## src/framer_status_pkg.sv

```systemverilog
// Register map and field constants for the framer status and interrupt block
// Function
// Source select picks receive clock or pin
// Receive store reset rising edge realigns store
// Transmit store reset rising edge realigns store
// Host toggles receive reset, then clears it
// Status bits latch high on event
// Read clears; persistent alarms stay set
// Sync state register read-only, unlatched
// Mask write refreshes selected readable bits
// Host writes mask, reads, writes back
// Maskable active-low interrupt from three registers
// Four alarms interrupt on every change
// Alarm interrupt released when bit read
// Event interrupt released when bit read
// Summary shows status and HDLC pending
package framer_status_pkg;
    localparam int DATA_W = 8;
    localparam int ADDR_W = 8;
    localparam logic [7:0] ADDR_STATUS_ONE = 8'h06;
    localparam logic [7:0] ADDR_STATUS_TWO = 8'h07;
    localparam logic [7:0] ADDR_RX_INFO = 8'h08;
    localparam logic [7:0] ADDR_MASK_ONE = 8'h16;
    localparam logic [7:0] ADDR_MASK_TWO = 8'h17;
    localparam logic [7:0] ADDR_CLK_STORE_CTRL = 8'h1D;
    localparam logic [7:0] ADDR_SYNC_STATE = 8'h1E;
    localparam logic [7:0] ADDR_HDLC_STATUS = 8'h90;
    localparam logic [7:0] ADDR_HDLC_MASK = 8'h91;
    localparam logic [7:0] ADDR_SUMMARY_BASE = 8'hC0;
    localparam logic [7:0] SUMMARY_SPAN_MASK = 8'hC0;
    localparam logic [7:0] ZERO_BYTE = 8'h00;
    localparam logic [7:0] ONES_BYTE = 8'hFF;
    // Control register fields
    localparam int CTRL_TX_CLK_SRC_BIT = 2;
    localparam int CTRL_RX_RESET_BIT = 1;
    localparam int CTRL_TX_RESET_BIT = 0;
    localparam logic [7:0] CTRL_WRITE_MASK = 8'h07;
    localparam logic [7:0] CTRL_RESET_VALUE = 8'h00;
    // Low nibble of status one: alarms that interrupt on change of state
    localparam logic [7:0] CHANGE_ALARM_MASK = 8'h0F;
    localparam logic [3:0] CHANGE_RESET_VALUE = 4'h0;
    localparam int CHANGE_W = 4;
    // Summary register fields
    localparam int SUMMARY_STATUS_BIT = 0;
    localparam int SUMMARY_HDLC_BIT = 1;
endpackage : framer_status_pkg

```

## src/framer_status_interrupt_logic.sv

```systemverilog
// Per-framer latched status, interrupt and clock/store control logic
`timescale 1ns/1ns
module framer_status_interrupt_logic #(
    parameter int DATA_W = framer_status_pkg::DATA_W,
    parameter int ADDR_W = framer_status_pkg::ADDR_W
) (
    input wire logic clock,
    input wire logic rst_n,
    input wire logic clock_enable,
    input wire logic cs,
    input wire logic rd_strobe,
    input wire logic wr_strobe,
    input wire logic [ADDR_W-1:0] address,
    input wire logic [DATA_W-1:0] wr_data,
    input wire logic [DATA_W-1:0] status_one_in,
    input wire logic [DATA_W-1:0] status_two_in,
    input wire logic [DATA_W-1:0] rx_info_in,
    input wire logic [DATA_W-1:0] hdlc_status_in,
    input wire logic [DATA_W-1:0] sync_state_in,
    output logic [DATA_W-1:0] rd_data,
    output logic int_n,
    output logic tx_clock_source_select,
    output logic transmit_clock_loss_mux_enable,
    output logic rx_store_realign,
    output logic tx_store_realign
);

    // ------------------------------------------------------------
    // Address decode
    // ------------------------------------------------------------
    wire logic wr_en = cs & wr_strobe;
    wire logic rd_en = cs & rd_strobe;
    wire logic sel_one = (address == framer_status_pkg::ADDR_STATUS_ONE);
    wire logic sel_two = (address == framer_status_pkg::ADDR_STATUS_TWO);
    wire logic sel_info = (address == framer_status_pkg::ADDR_RX_INFO);
    wire logic sel_hdlc = (address == framer_status_pkg::ADDR_HDLC_STATUS);
    wire logic sel_mask_one = (address == framer_status_pkg::ADDR_MASK_ONE);
    wire logic sel_mask_two = (address == framer_status_pkg::ADDR_MASK_TWO);
    wire logic sel_hmask = (address == framer_status_pkg::ADDR_HDLC_MASK);
    wire logic sel_ctrl = (address == framer_status_pkg::ADDR_CLK_STORE_CTRL);
    wire logic sel_sync = (address == framer_status_pkg::ADDR_SYNC_STATE);
    wire logic sel_sum = ((address & framer_status_pkg::SUMMARY_SPAN_MASK) == framer_status_pkg::ADDR_SUMMARY_BASE);

    // ------------------------------------------------------------
    // Latched status helpers
    // ------------------------------------------------------------
    // Set wins over the read clear so an event landing on the read is kept
    function automatic logic [DATA_W-1:0] latch_next(input logic [DATA_W-1:0] held,
                                                    input logic [DATA_W-1:0] seen,
                                                    input logic do_read,
                                                    input logic [DATA_W-1:0] incoming);
        latch_next = (held & ~(do_read ? seen : framer_status_pkg::ZERO_BYTE)) | incoming;
    endfunction : latch_next

    function automatic logic [DATA_W-1:0] view_next(input logic [DATA_W-1:0] view,
                                                   input logic do_write,
                                                   input logic [DATA_W-1:0] mask,
                                                   input logic [DATA_W-1:0] held);
        view_next = do_write ? ((mask & held) | (~mask & view)) : view;
    endfunction : view_next

    logic [DATA_W-1:0] one_reg;
    logic [DATA_W-1:0] two_reg;
    logic [DATA_W-1:0] info_reg;
    logic [DATA_W-1:0] hdlc_reg;
    logic [DATA_W-1:0] one_view_reg;
    logic [DATA_W-1:0] two_view_reg;
    logic [DATA_W-1:0] info_view_reg;
    logic [DATA_W-1:0] hdlc_view_reg;
    logic [DATA_W-1:0] mask_one_reg;
    logic [DATA_W-1:0] mask_two_reg;
    logic [DATA_W-1:0] hmask_reg;
    logic [DATA_W-1:0] ctrl_reg;
    logic [DATA_W-1:0] rd_data_reg;
    logic [framer_status_pkg::CHANGE_W-1:0] alarm_prev_reg;
    logic [framer_status_pkg::CHANGE_W-1:0] change_reg;
    logic int_n_reg;
    logic rx_realign_reg;
    logic tx_realign_reg;
    logic loss_mux_reg;

    // Alarms are levels, events are pulses; one OR covers both behaviours
    wire logic [DATA_W-1:0] one_next = latch_next(one_reg, one_view_reg, rd_en & sel_one, status_one_in);
    wire logic [DATA_W-1:0] two_next = latch_next(two_reg, two_view_reg, rd_en & sel_two, status_two_in);
    wire logic [DATA_W-1:0] info_next = latch_next(info_reg, info_view_reg, rd_en & sel_info, rx_info_in);
    wire logic [DATA_W-1:0] hdlc_next = latch_next(hdlc_reg, hdlc_view_reg, rd_en & sel_hdlc, hdlc_status_in);

    wire logic [DATA_W-1:0] one_view_next = view_next(one_view_reg, wr_en & sel_one, wr_data, one_reg);
    wire logic [DATA_W-1:0] two_view_next = view_next(two_view_reg, wr_en & sel_two, wr_data, two_reg);
    wire logic [DATA_W-1:0] info_view_next = view_next(info_view_reg, wr_en & sel_info, wr_data, info_reg);
    wire logic [DATA_W-1:0] hdlc_view_next = view_next(hdlc_view_reg, wr_en & sel_hdlc, wr_data, hdlc_reg);

    // ------------------------------------------------------------
    // Change-of-state alarm interrupts
    // ------------------------------------------------------------
    wire logic [framer_status_pkg::CHANGE_W-1:0] alarm_now = status_one_in[framer_status_pkg::CHANGE_W-1:0];
    wire logic [framer_status_pkg::CHANGE_W-1:0] alarm_edge = alarm_now ^ alarm_prev_reg;
    wire logic [framer_status_pkg::CHANGE_W-1:0] change_clear =
        (rd_en & sel_one) ? one_view_reg[framer_status_pkg::CHANGE_W-1:0] : framer_status_pkg::CHANGE_RESET_VALUE;
    wire logic [framer_status_pkg::CHANGE_W-1:0] change_next = (change_reg & ~change_clear) | alarm_edge;

    // ------------------------------------------------------------
    // Interrupt sources and summary
    // ------------------------------------------------------------
    wire logic [DATA_W-1:0] one_src = (one_reg & ~framer_status_pkg::CHANGE_ALARM_MASK)
                                    | {{(DATA_W-framer_status_pkg::CHANGE_W){1'b0}}, change_reg};
    wire logic status_pending = |(one_src & mask_one_reg) | |(two_reg & mask_two_reg);
    wire logic hdlc_pending = |(hdlc_reg & hmask_reg);
    wire logic [DATA_W-1:0] summary = {{(DATA_W-2){1'b0}}, hdlc_pending, status_pending};

    // ------------------------------------------------------------
    // Control register
    // ------------------------------------------------------------
    wire logic [DATA_W-1:0] ctrl_next = (wr_en & sel_ctrl) ? (wr_data & framer_status_pkg::CTRL_WRITE_MASK) : ctrl_reg;
    wire logic rx_rise = ctrl_next[framer_status_pkg::CTRL_RX_RESET_BIT]
                       & ~ctrl_reg[framer_status_pkg::CTRL_RX_RESET_BIT];
    wire logic tx_rise = ctrl_next[framer_status_pkg::CTRL_TX_RESET_BIT]
                       & ~ctrl_reg[framer_status_pkg::CTRL_TX_RESET_BIT];

    // ------------------------------------------------------------
    // Read mux
    // ------------------------------------------------------------
    // Unmapped addresses read zero
    wire logic [DATA_W-1:0] rd_mux =
        sel_one ? one_view_reg :
        sel_two ? two_view_reg :
        sel_info ? info_view_reg :
        sel_hdlc ? hdlc_view_reg :
        sel_mask_one ? mask_one_reg :
        sel_mask_two ? mask_two_reg :
        sel_hmask ? hmask_reg :
        sel_ctrl ? ctrl_reg :
        sel_sync ? sync_state_in :
        sel_sum ? summary :
        framer_status_pkg::ZERO_BYTE;

    // ------------------------------------------------------------
    // State
    // ------------------------------------------------------------
    always_ff @(posedge clock or negedge rst_n) begin
        if (!rst_n) begin
            one_reg <= framer_status_pkg::ZERO_BYTE;
            two_reg <= framer_status_pkg::ZERO_BYTE;
            info_reg <= framer_status_pkg::ZERO_BYTE;
            hdlc_reg <= framer_status_pkg::ZERO_BYTE;
            one_view_reg <= framer_status_pkg::ZERO_BYTE;
            two_view_reg <= framer_status_pkg::ZERO_BYTE;
            info_view_reg <= framer_status_pkg::ZERO_BYTE;
            hdlc_view_reg <= framer_status_pkg::ZERO_BYTE;
        end else if (clock_enable) begin
            one_reg <= one_next;
            two_reg <= two_next;
            info_reg <= info_next;
            hdlc_reg <= hdlc_next;
            one_view_reg <= one_view_next;
            two_view_reg <= two_view_next;
            info_view_reg <= info_view_next;
            hdlc_view_reg <= hdlc_view_next;
        end
    end

    always_ff @(posedge clock or negedge rst_n) begin
        if (!rst_n) begin
            mask_one_reg <= framer_status_pkg::ZERO_BYTE;
            mask_two_reg <= framer_status_pkg::ZERO_BYTE;
            hmask_reg <= framer_status_pkg::ZERO_BYTE;
        end else if (clock_enable && wr_en) begin
            if (sel_mask_one) begin
                mask_one_reg <= wr_data;
            end
            if (sel_mask_two) begin
                mask_two_reg <= wr_data;
            end
            if (sel_hmask) begin
                hmask_reg <= wr_data;
            end
        end
    end

    // Previous alarm starts at zero, so an alarm present at reset interrupts once
    always_ff @(posedge clock or negedge rst_n) begin
        if (!rst_n) begin
            alarm_prev_reg <= framer_status_pkg::CHANGE_RESET_VALUE;
            change_reg <= framer_status_pkg::CHANGE_RESET_VALUE;
            int_n_reg <= 1'b1;
        end else if (clock_enable) begin
            alarm_prev_reg <= alarm_now;
            change_reg <= change_next;
            int_n_reg <= ~(status_pending | hdlc_pending);
        end
    end

    always_ff @(posedge clock or negedge rst_n) begin
        if (!rst_n) begin
            ctrl_reg <= framer_status_pkg::CTRL_RESET_VALUE;
            loss_mux_reg <= ~framer_status_pkg::CTRL_RESET_VALUE[framer_status_pkg::CTRL_TX_CLK_SRC_BIT];
            rx_realign_reg <= 1'b0;
            tx_realign_reg <= 1'b0;
        end else if (clock_enable) begin
            ctrl_reg <= ctrl_next;
            // Own flop so the pin needs no inverter after the register
            loss_mux_reg <= ~ctrl_next[framer_status_pkg::CTRL_TX_CLK_SRC_BIT];
            rx_realign_reg <= rx_rise;
            tx_realign_reg <= tx_rise;
        end
    end

    always_ff @(posedge clock or negedge rst_n) begin
        if (!rst_n) begin
            rd_data_reg <= framer_status_pkg::ZERO_BYTE;
        end else if (clock_enable && rd_en) begin
            rd_data_reg <= rd_mux;
        end
    end

    // ------------------------------------------------------------
    // Outputs
    // ------------------------------------------------------------
    assign rd_data = rd_data_reg;
    assign int_n = int_n_reg;
    assign tx_clock_source_select = ctrl_reg[framer_status_pkg::CTRL_TX_CLK_SRC_BIT];
    assign transmit_clock_loss_mux_enable = loss_mux_reg;
    assign rx_store_realign = rx_realign_reg;
    assign tx_store_realign = tx_realign_reg;

endmodule : framer_status_interrupt_logic

```

## config.mk

```make
export PLATFORM = sky130hd
export DESIGN_NAME = framer_status_interrupt_logic
export DESIGN_NICKNAME = d
export VERILOG_FILES = /design/src/framer_status_pkg.sv /design/src/framer_status_interrupt_logic.sv
export SDC_FILE = /design/constraint.sdc
export NUM_CORES = 1
export LEC_CHECK = 0
export BUFFER_PORTS_ARGS = -buffer_cell sky130_fd_sc_hd__clkbuf_2
export CAP_MARGIN = 0
export CORE_MARGIN = 5
export CORE_UTILIZATION = 29
export DETAILED_ROUTE_END_ITERATION = 16
export PLACE_DENSITY = 0.45
export SYNTH_ARGS = -nofsm -noshare
export SYNTH_HDL_FRONTEND = slang
export SYNTH_SLANG_ARGS = --single-unit
```

## constraint.sdc

```tcl
create_clock -name clock -period 1.9 [get_ports clock]
set_input_delay 0.38 -clock clock [delete_from_list [all_inputs] [get_ports clock]]
set_output_delay 0.38 -clock clock [all_outputs]
set_load 0.005 [all_outputs]
```

==> metrics, run 1 <==
outcome=finished clean; chip width=146 um; post-layout util=37.1%; Place WS=-350 ps; mean post-synth cell area=11.3 um^2; routed wire length=17.3 mm; yosys warns=0; worst min-delay path category=in -> reg; Ports=75; syn_nets=535; VDD IR-drop max=0.000407 V; DRC=0; I/O Buffers=74; Root Buffer Master=clkbuf_16; layout overhead on the synthesized area=25.3%; Post-DRT Antenna Nets=0; via count=4277; Setup crit end kind=flip-flop; Cells after DPL=811; core footprint=18000 um^2; ant diodes=0; layout cell share with drive strength beyond 1=38.6%; pin count of the biggest net entering global routing=32; CTS buffer count=9; Combinational Power Share=9.6%; Cells after Synth=473; row cnt=49; storage element area=2780 um^2; crit path kind=in -> reg; Setup-failing EPs final=0; gr ovfl total=0; Slew Limit Fails=0; clock buffer depth=2; 1st-iter DRT viols=233; post-route insts no fill=828; initial antenna violation count=0; First-pass DRT Iterations=4; first-pass GRT wire length=27.6 mm; Reg clk slew, reported paths=70 ps; Leakage=3.03 nW; Synth area leaders=dfrtp_1 51%, mux2_2 14%, a22o_1 7.4%; Die ar.=21200 um^2; post-synth top area share=51.2%; Final Hold Fails=0; Worst Setup Slack, final=76.0 ps; Worst-Skew Late Latency=350 ps; post-route cell area=6680 um^2; skew final=7.11 ps; CP arrival=2100 ps; GPL Wtd Cong=0.840; H-Tree Depth=3; Relative slew margins=69.9%; sw frac=25.1%; Synth area leader=dfrtp_1; RSZ-0062 raised after global routing=false; multi-input combinational cell area=2460 um^2; Fin Hold WS=246 ps; sequential share of the synthesized area=52.1%; Initial Util=29.6%; switching power total=1.19 mW; area post-placement=6390 um^2; CP startpoint kind=input pin; clock sinks=111; Clk pwr share=38.5%; Pint=3.54 mW; max frequency=548 MHz; GRT Util Overall=16.6%; Net count, final=656; Synth top cells by count=109 x dfrtp_1, 79 x nand2_1, 64 x mux2_2; Vias/cell=5.17; register share of total power=51.9%; post-DP HPWL=13.6 mm; most frequent cell after synthesis=dfrtp_1; number of distinct library cells after synthesis=56; Cell Area, Synth=5330 um^2; vias in the first global route=4692; crit-path max FO=4; Final Cycle Share=96.0%; height of the die=146 um; Post-synth EDFFs=0; Main synth FF type=dfrtp_1; CTS tree=yes; routed len/inst=20.9 um; minimum clock period=1820 ps; PwrDens=707 nW/um^2; worst slew pin tran=450 ps; FFs w/ async S/R, synth=100%; # fillers=1865; Critical Path RT=2170 ps; FF+latch count, synth=111; Max-Cap Viols=0
-- what timing repair did --
| action | in CTS | in global routing |
|---|---|---|
| setup endpoints to repair | 0 | 2 |
| setup buffers | 0 | 0 |
| endpoints found under the hold margin | 21 | 0 |
| resized for setup | 0 | 1 |
| hold buffers | 1 | 0 |
-- layout by cell type (no fill, tap or decap), types with 3 or more instances in the layout --
| master | instances |
|---|---|
| a32oi_1 | 3 |
| nand3_1 | 10 |
| nor2_1 | 9 |
| buf_12 | 4 |
| a221oi_1 | 4 |
| nand2_1 | 79 |
| nor3_1 | 5 |
| a21oi_1 | 11 |
| and3_1 | 3 |
| o22ai_1 | 8 |
| xor2_1 | 4 |
| dfrtp_1 | 109 |
| o21ai_0 | 14 |
| mux2i_1 | 4 |
| nand2b_1 | 8 |
| inv_1 | 6 |
| a211oi_1 | 4 |
| a22o_2 | 5 |
| a22oi_1 | 9 |
| a31oi_1 | 3 |
| clkbuf_2 | 73 |
| clkbuf_16 | 9 |
| and4_1 | 3 |
| nor2_2 | 3 |
| buf_4 | 54 |
| mux2_2 | 64 |
| a22o_1 | 45 |
-- power by group through the flow --
stage / combinational [mW] / clock (mW) / sequential (mW)
floorplan: 0.177 / 0 / 2.49
finish: 0.453 / 1.82 / 2.46
detailed placement: 0.459 / 0 / 2.50
global placement: 0.454 / 0 / 2.50
global route: 0.503 / 1.96 / 2.46
CTS: 0.462 / 1.88 / 2.46
-- worst max-delay path: stages --
cell	delay, ps
clkbuf_2	100
or4b_1	680
nor3_2	350
buf_4	170
a32oi_1	70
a21o_1	190
a31oi_1	160
-- layer usage --
metal,share of wire (%),wire (um),GRT usage [%]
met5,0,0,0
met4,1.2,202,3.31
met3,5.4,925,3.64
met2,47,8080,26.9
met1,47,8070,23.1
-- final timing paths --
check                      slack [ps]  depth (start not counted)                to           from
min in group asynchronous         490                          2  tx_store_realign          rst_n
hold reg to reg                   470                          2             int_n          int_n
setup / recovery                   80                          7        rd_data[7]     address[5]
max in group asynchronous         900                          3         async pin          rst_n
hold / removal                    250                          2       info_reg[1]  rx_info_in[1]
setup reg to reg                  210                          5        rd_data[1]   hmask_reg[0]
-- final cells by class --
cell class,count,share of cell area (%)
clock inverters,4,0.412
inverters,6,0.337
repair buffers,132,12.9
well taps,229,4.29
flip-flops and latches,111,41.6
clock buffers,12,3.69
multi-input cells,334,36.8
-- logic make-up (layout without fill, tap and decap cells) --
kind of cell    count (synthesis)  after routing  synth area share, %
compound gates                116            116                 16.6
xor+xnor                        4              4                0.657
buf+inv                        28            154                 2.09
flops                         111            111                 52.1
mux                            68             68                 14.3
simple gates                  146            146                 14.2
-- metrics by stage --
| stage | power (mW) | TNS (ps) |
|---|---|---|
| after floorplan | 2.67 | -1370 |
| after global placement | 2.95 | -10080 |
| after detailed placement | 2.96 | -10690 |
| after CTS | 4.79 | 0 |
| after global routing | 4.92 | 0 |
| final | 4.73 | 0 |
(Power assumes the default switching activity.)
==> run 2: changes to the inputs <==
--- a/config.mk
+++ b/config.mk
@@ -10,6 +10,7 @@
 export CORE_MARGIN = 5
 export CORE_UTILIZATION = 29
 export DETAILED_ROUTE_END_ITERATION = 16
+export GPL_TIMING_DRIVEN = 0
 export PLACE_DENSITY = 0.45
 export SYNTH_ARGS = -nofsm -noshare
 export SYNTH_HDL_FRONTEND = slang
==> metrics, run 2 (synthesis results as in run 1) <==
Final Hold Fails=0; Tot Pwr=4.80 mW; met1 Resource Use GR=23.0%; ant diodes=0; sw frac=25.0%; first-pass GRT wire length=26.7 mm; clock sinks=111; 1st-iter DRT viols=316; DRC=0; Post-DRT Antenna Nets=0; Cells after DPL=769; chip width=146 um; initial antenna violation count=0; # fillers=1867; worst slew pin tran=705 ps; CP arrival=2120 ps; layout cell share with drive strength beyond 1=35.0%; height of the die=146 um; I/O Buffers=66; CTS buffer count=9; via count=4257; Pint=3.60 mW; most common cell after layout, fill and taps aside=dfrtp_1; First-pass DRT Iterations=4; Slew Limit Fails=0; Worst Setup Slack, final=24.6 ps; register share of total power=51.2%; area post-placement=6000 um^2; Vias/cell=5.35; routed wire length=17.0 mm; Clk pwr share=39.9%; crit-path max FO=8; clock buffer depth=2; max frequency=533 MHz; Place WS=-768 ps; Net count, final=623; post-layout util=36.0%; skew final=6.44 ps; Max-Cap Viols=0; post-route cell area=6490 um^2; GRT Util Overall=16.1%; worst min-delay path category=in -> reg; layout overhead on the synthesized area=21.8%; Die ar.=21200 um^2; Root Buffer Master=clkbuf_16; switching power total=1.20 mW; VDD IR-drop max=0.000410 V; multi-input combinational cell area=2550 um^2; routed len/inst=21.3 um; RSZ-0062 raised after global routing=false; Combinational Power Share=8.9%; Worst-Skew Late Latency=360 ps; Relative slew margins=53.0%; minimum clock period=1880 ps; Reg clk slew, reported paths=80 ps; met2 usage=24.3%; PwrDens=739 nW/um^2; Fin Hold WS=236 ps; Leakage=2.86 nW; GPL Wtd Cong=0.856; core footprint=18000 um^2; CP startpoint kind=input pin; vias in the first global route=4439; gr ovfl total=0; row cnt=49; Ports=75; Critical Path RT=2150 ps; gr busiest metal=met2; post-route insts no fill=795; Initial Util=29.6%; Final TNS setup=0 ps; H-Tree Depth=3; Setup-failing EPs final=0; pin count of the biggest net entering global routing=111; post-DP HPWL=12.7 mm; storage element area=2780 um^2; Final Cycle Share=98.7%; commonest non-fill, non-tap cells in the layout=109 x dfrtp_1, 78 x nand2_1, 68 x clkbuf_2; crit path kind=in -> reg; CTS tree=yes; met3 Track Usage GR=4.67%; outcome=finished clean; Setup crit end kind=flip-flop
## run 2: changes by cell type in the layout (fill, tap and decap cells not counted), sizes merged
cell / before / now
buf: 58 / 21
bufinv: 0 / 1
clkbuf: 85 / 87
clkinv: 2 / 4
clkinvlp: 0 / 1
inv: 8 / 6
## run 2: cell type report
type	instances	share of cell area, %
Sequential cell	111	42.8
Multi-Input combinational cell	334	39.3
Timing Repair Buffer	77	7.09
Tap cell	229	4.41
Clock buffer	10	3.53
Buffer	22	1.58
Clock inverter	6	0.944
Inverter	6	0.347
## run 2: routing by layer
metal / vias up / part of all wire (%)
met5: - / 0
met4: 0 / 1.6
met3: 21 / 6.2
met2: 131 / 45
met1: 2166 / 47
li1: 1939 / -
## run 2: path summary, 6_finish.rpt
path | from | end | slack (ps) | cells after the start
hold reg to reg | int_n | int_n | 480 | 2
max in group asynchronous | rst_n | async pin | 750 | 3
min in group asynchronous | rst_n | transmit_clock_loss_mux_enable | 550 | 2
setup / recovery | address[5] | mask_one_reg[3] | 20 | 7
hold / removal | sync_state_in[5] | rd_data[5] | 240 | 3
setup reg to reg | mask_two_reg[0] | rd_data[0] | 190 | 5
## run 2: worst max-delay path: stages
cell	delay (ps)
clkbuf_2	150
or4b_4	560
clkbuf_8	180
nor4b_4	260
buf_4	170
nand2_4	100
mux2_2	310
## run 2: repair_timing
action | in CTS | in global routing
hold endpoints to repair | 1 | 0
endpoints found under the setup margin | 74 | 52
resized for setup | 19 | 10
pin swaps | 3 | 6
hold buffers | 1 | 0
buffers inserted | 5 | 4
## run 2: power by group through the flow
stage / clock network (mW) / logic (mW) / registers, mW
global placement: 0 / 0.405 / 2.50
finish: 1.92 / 0.427 / 2.46
floorplan: 0 / 0.177 / 2.49
global route: 2.07 / 0.476 / 2.46
detailed placement: 0 / 0.417 / 2.50
CTS: 1.97 / 0.430 / 2.46
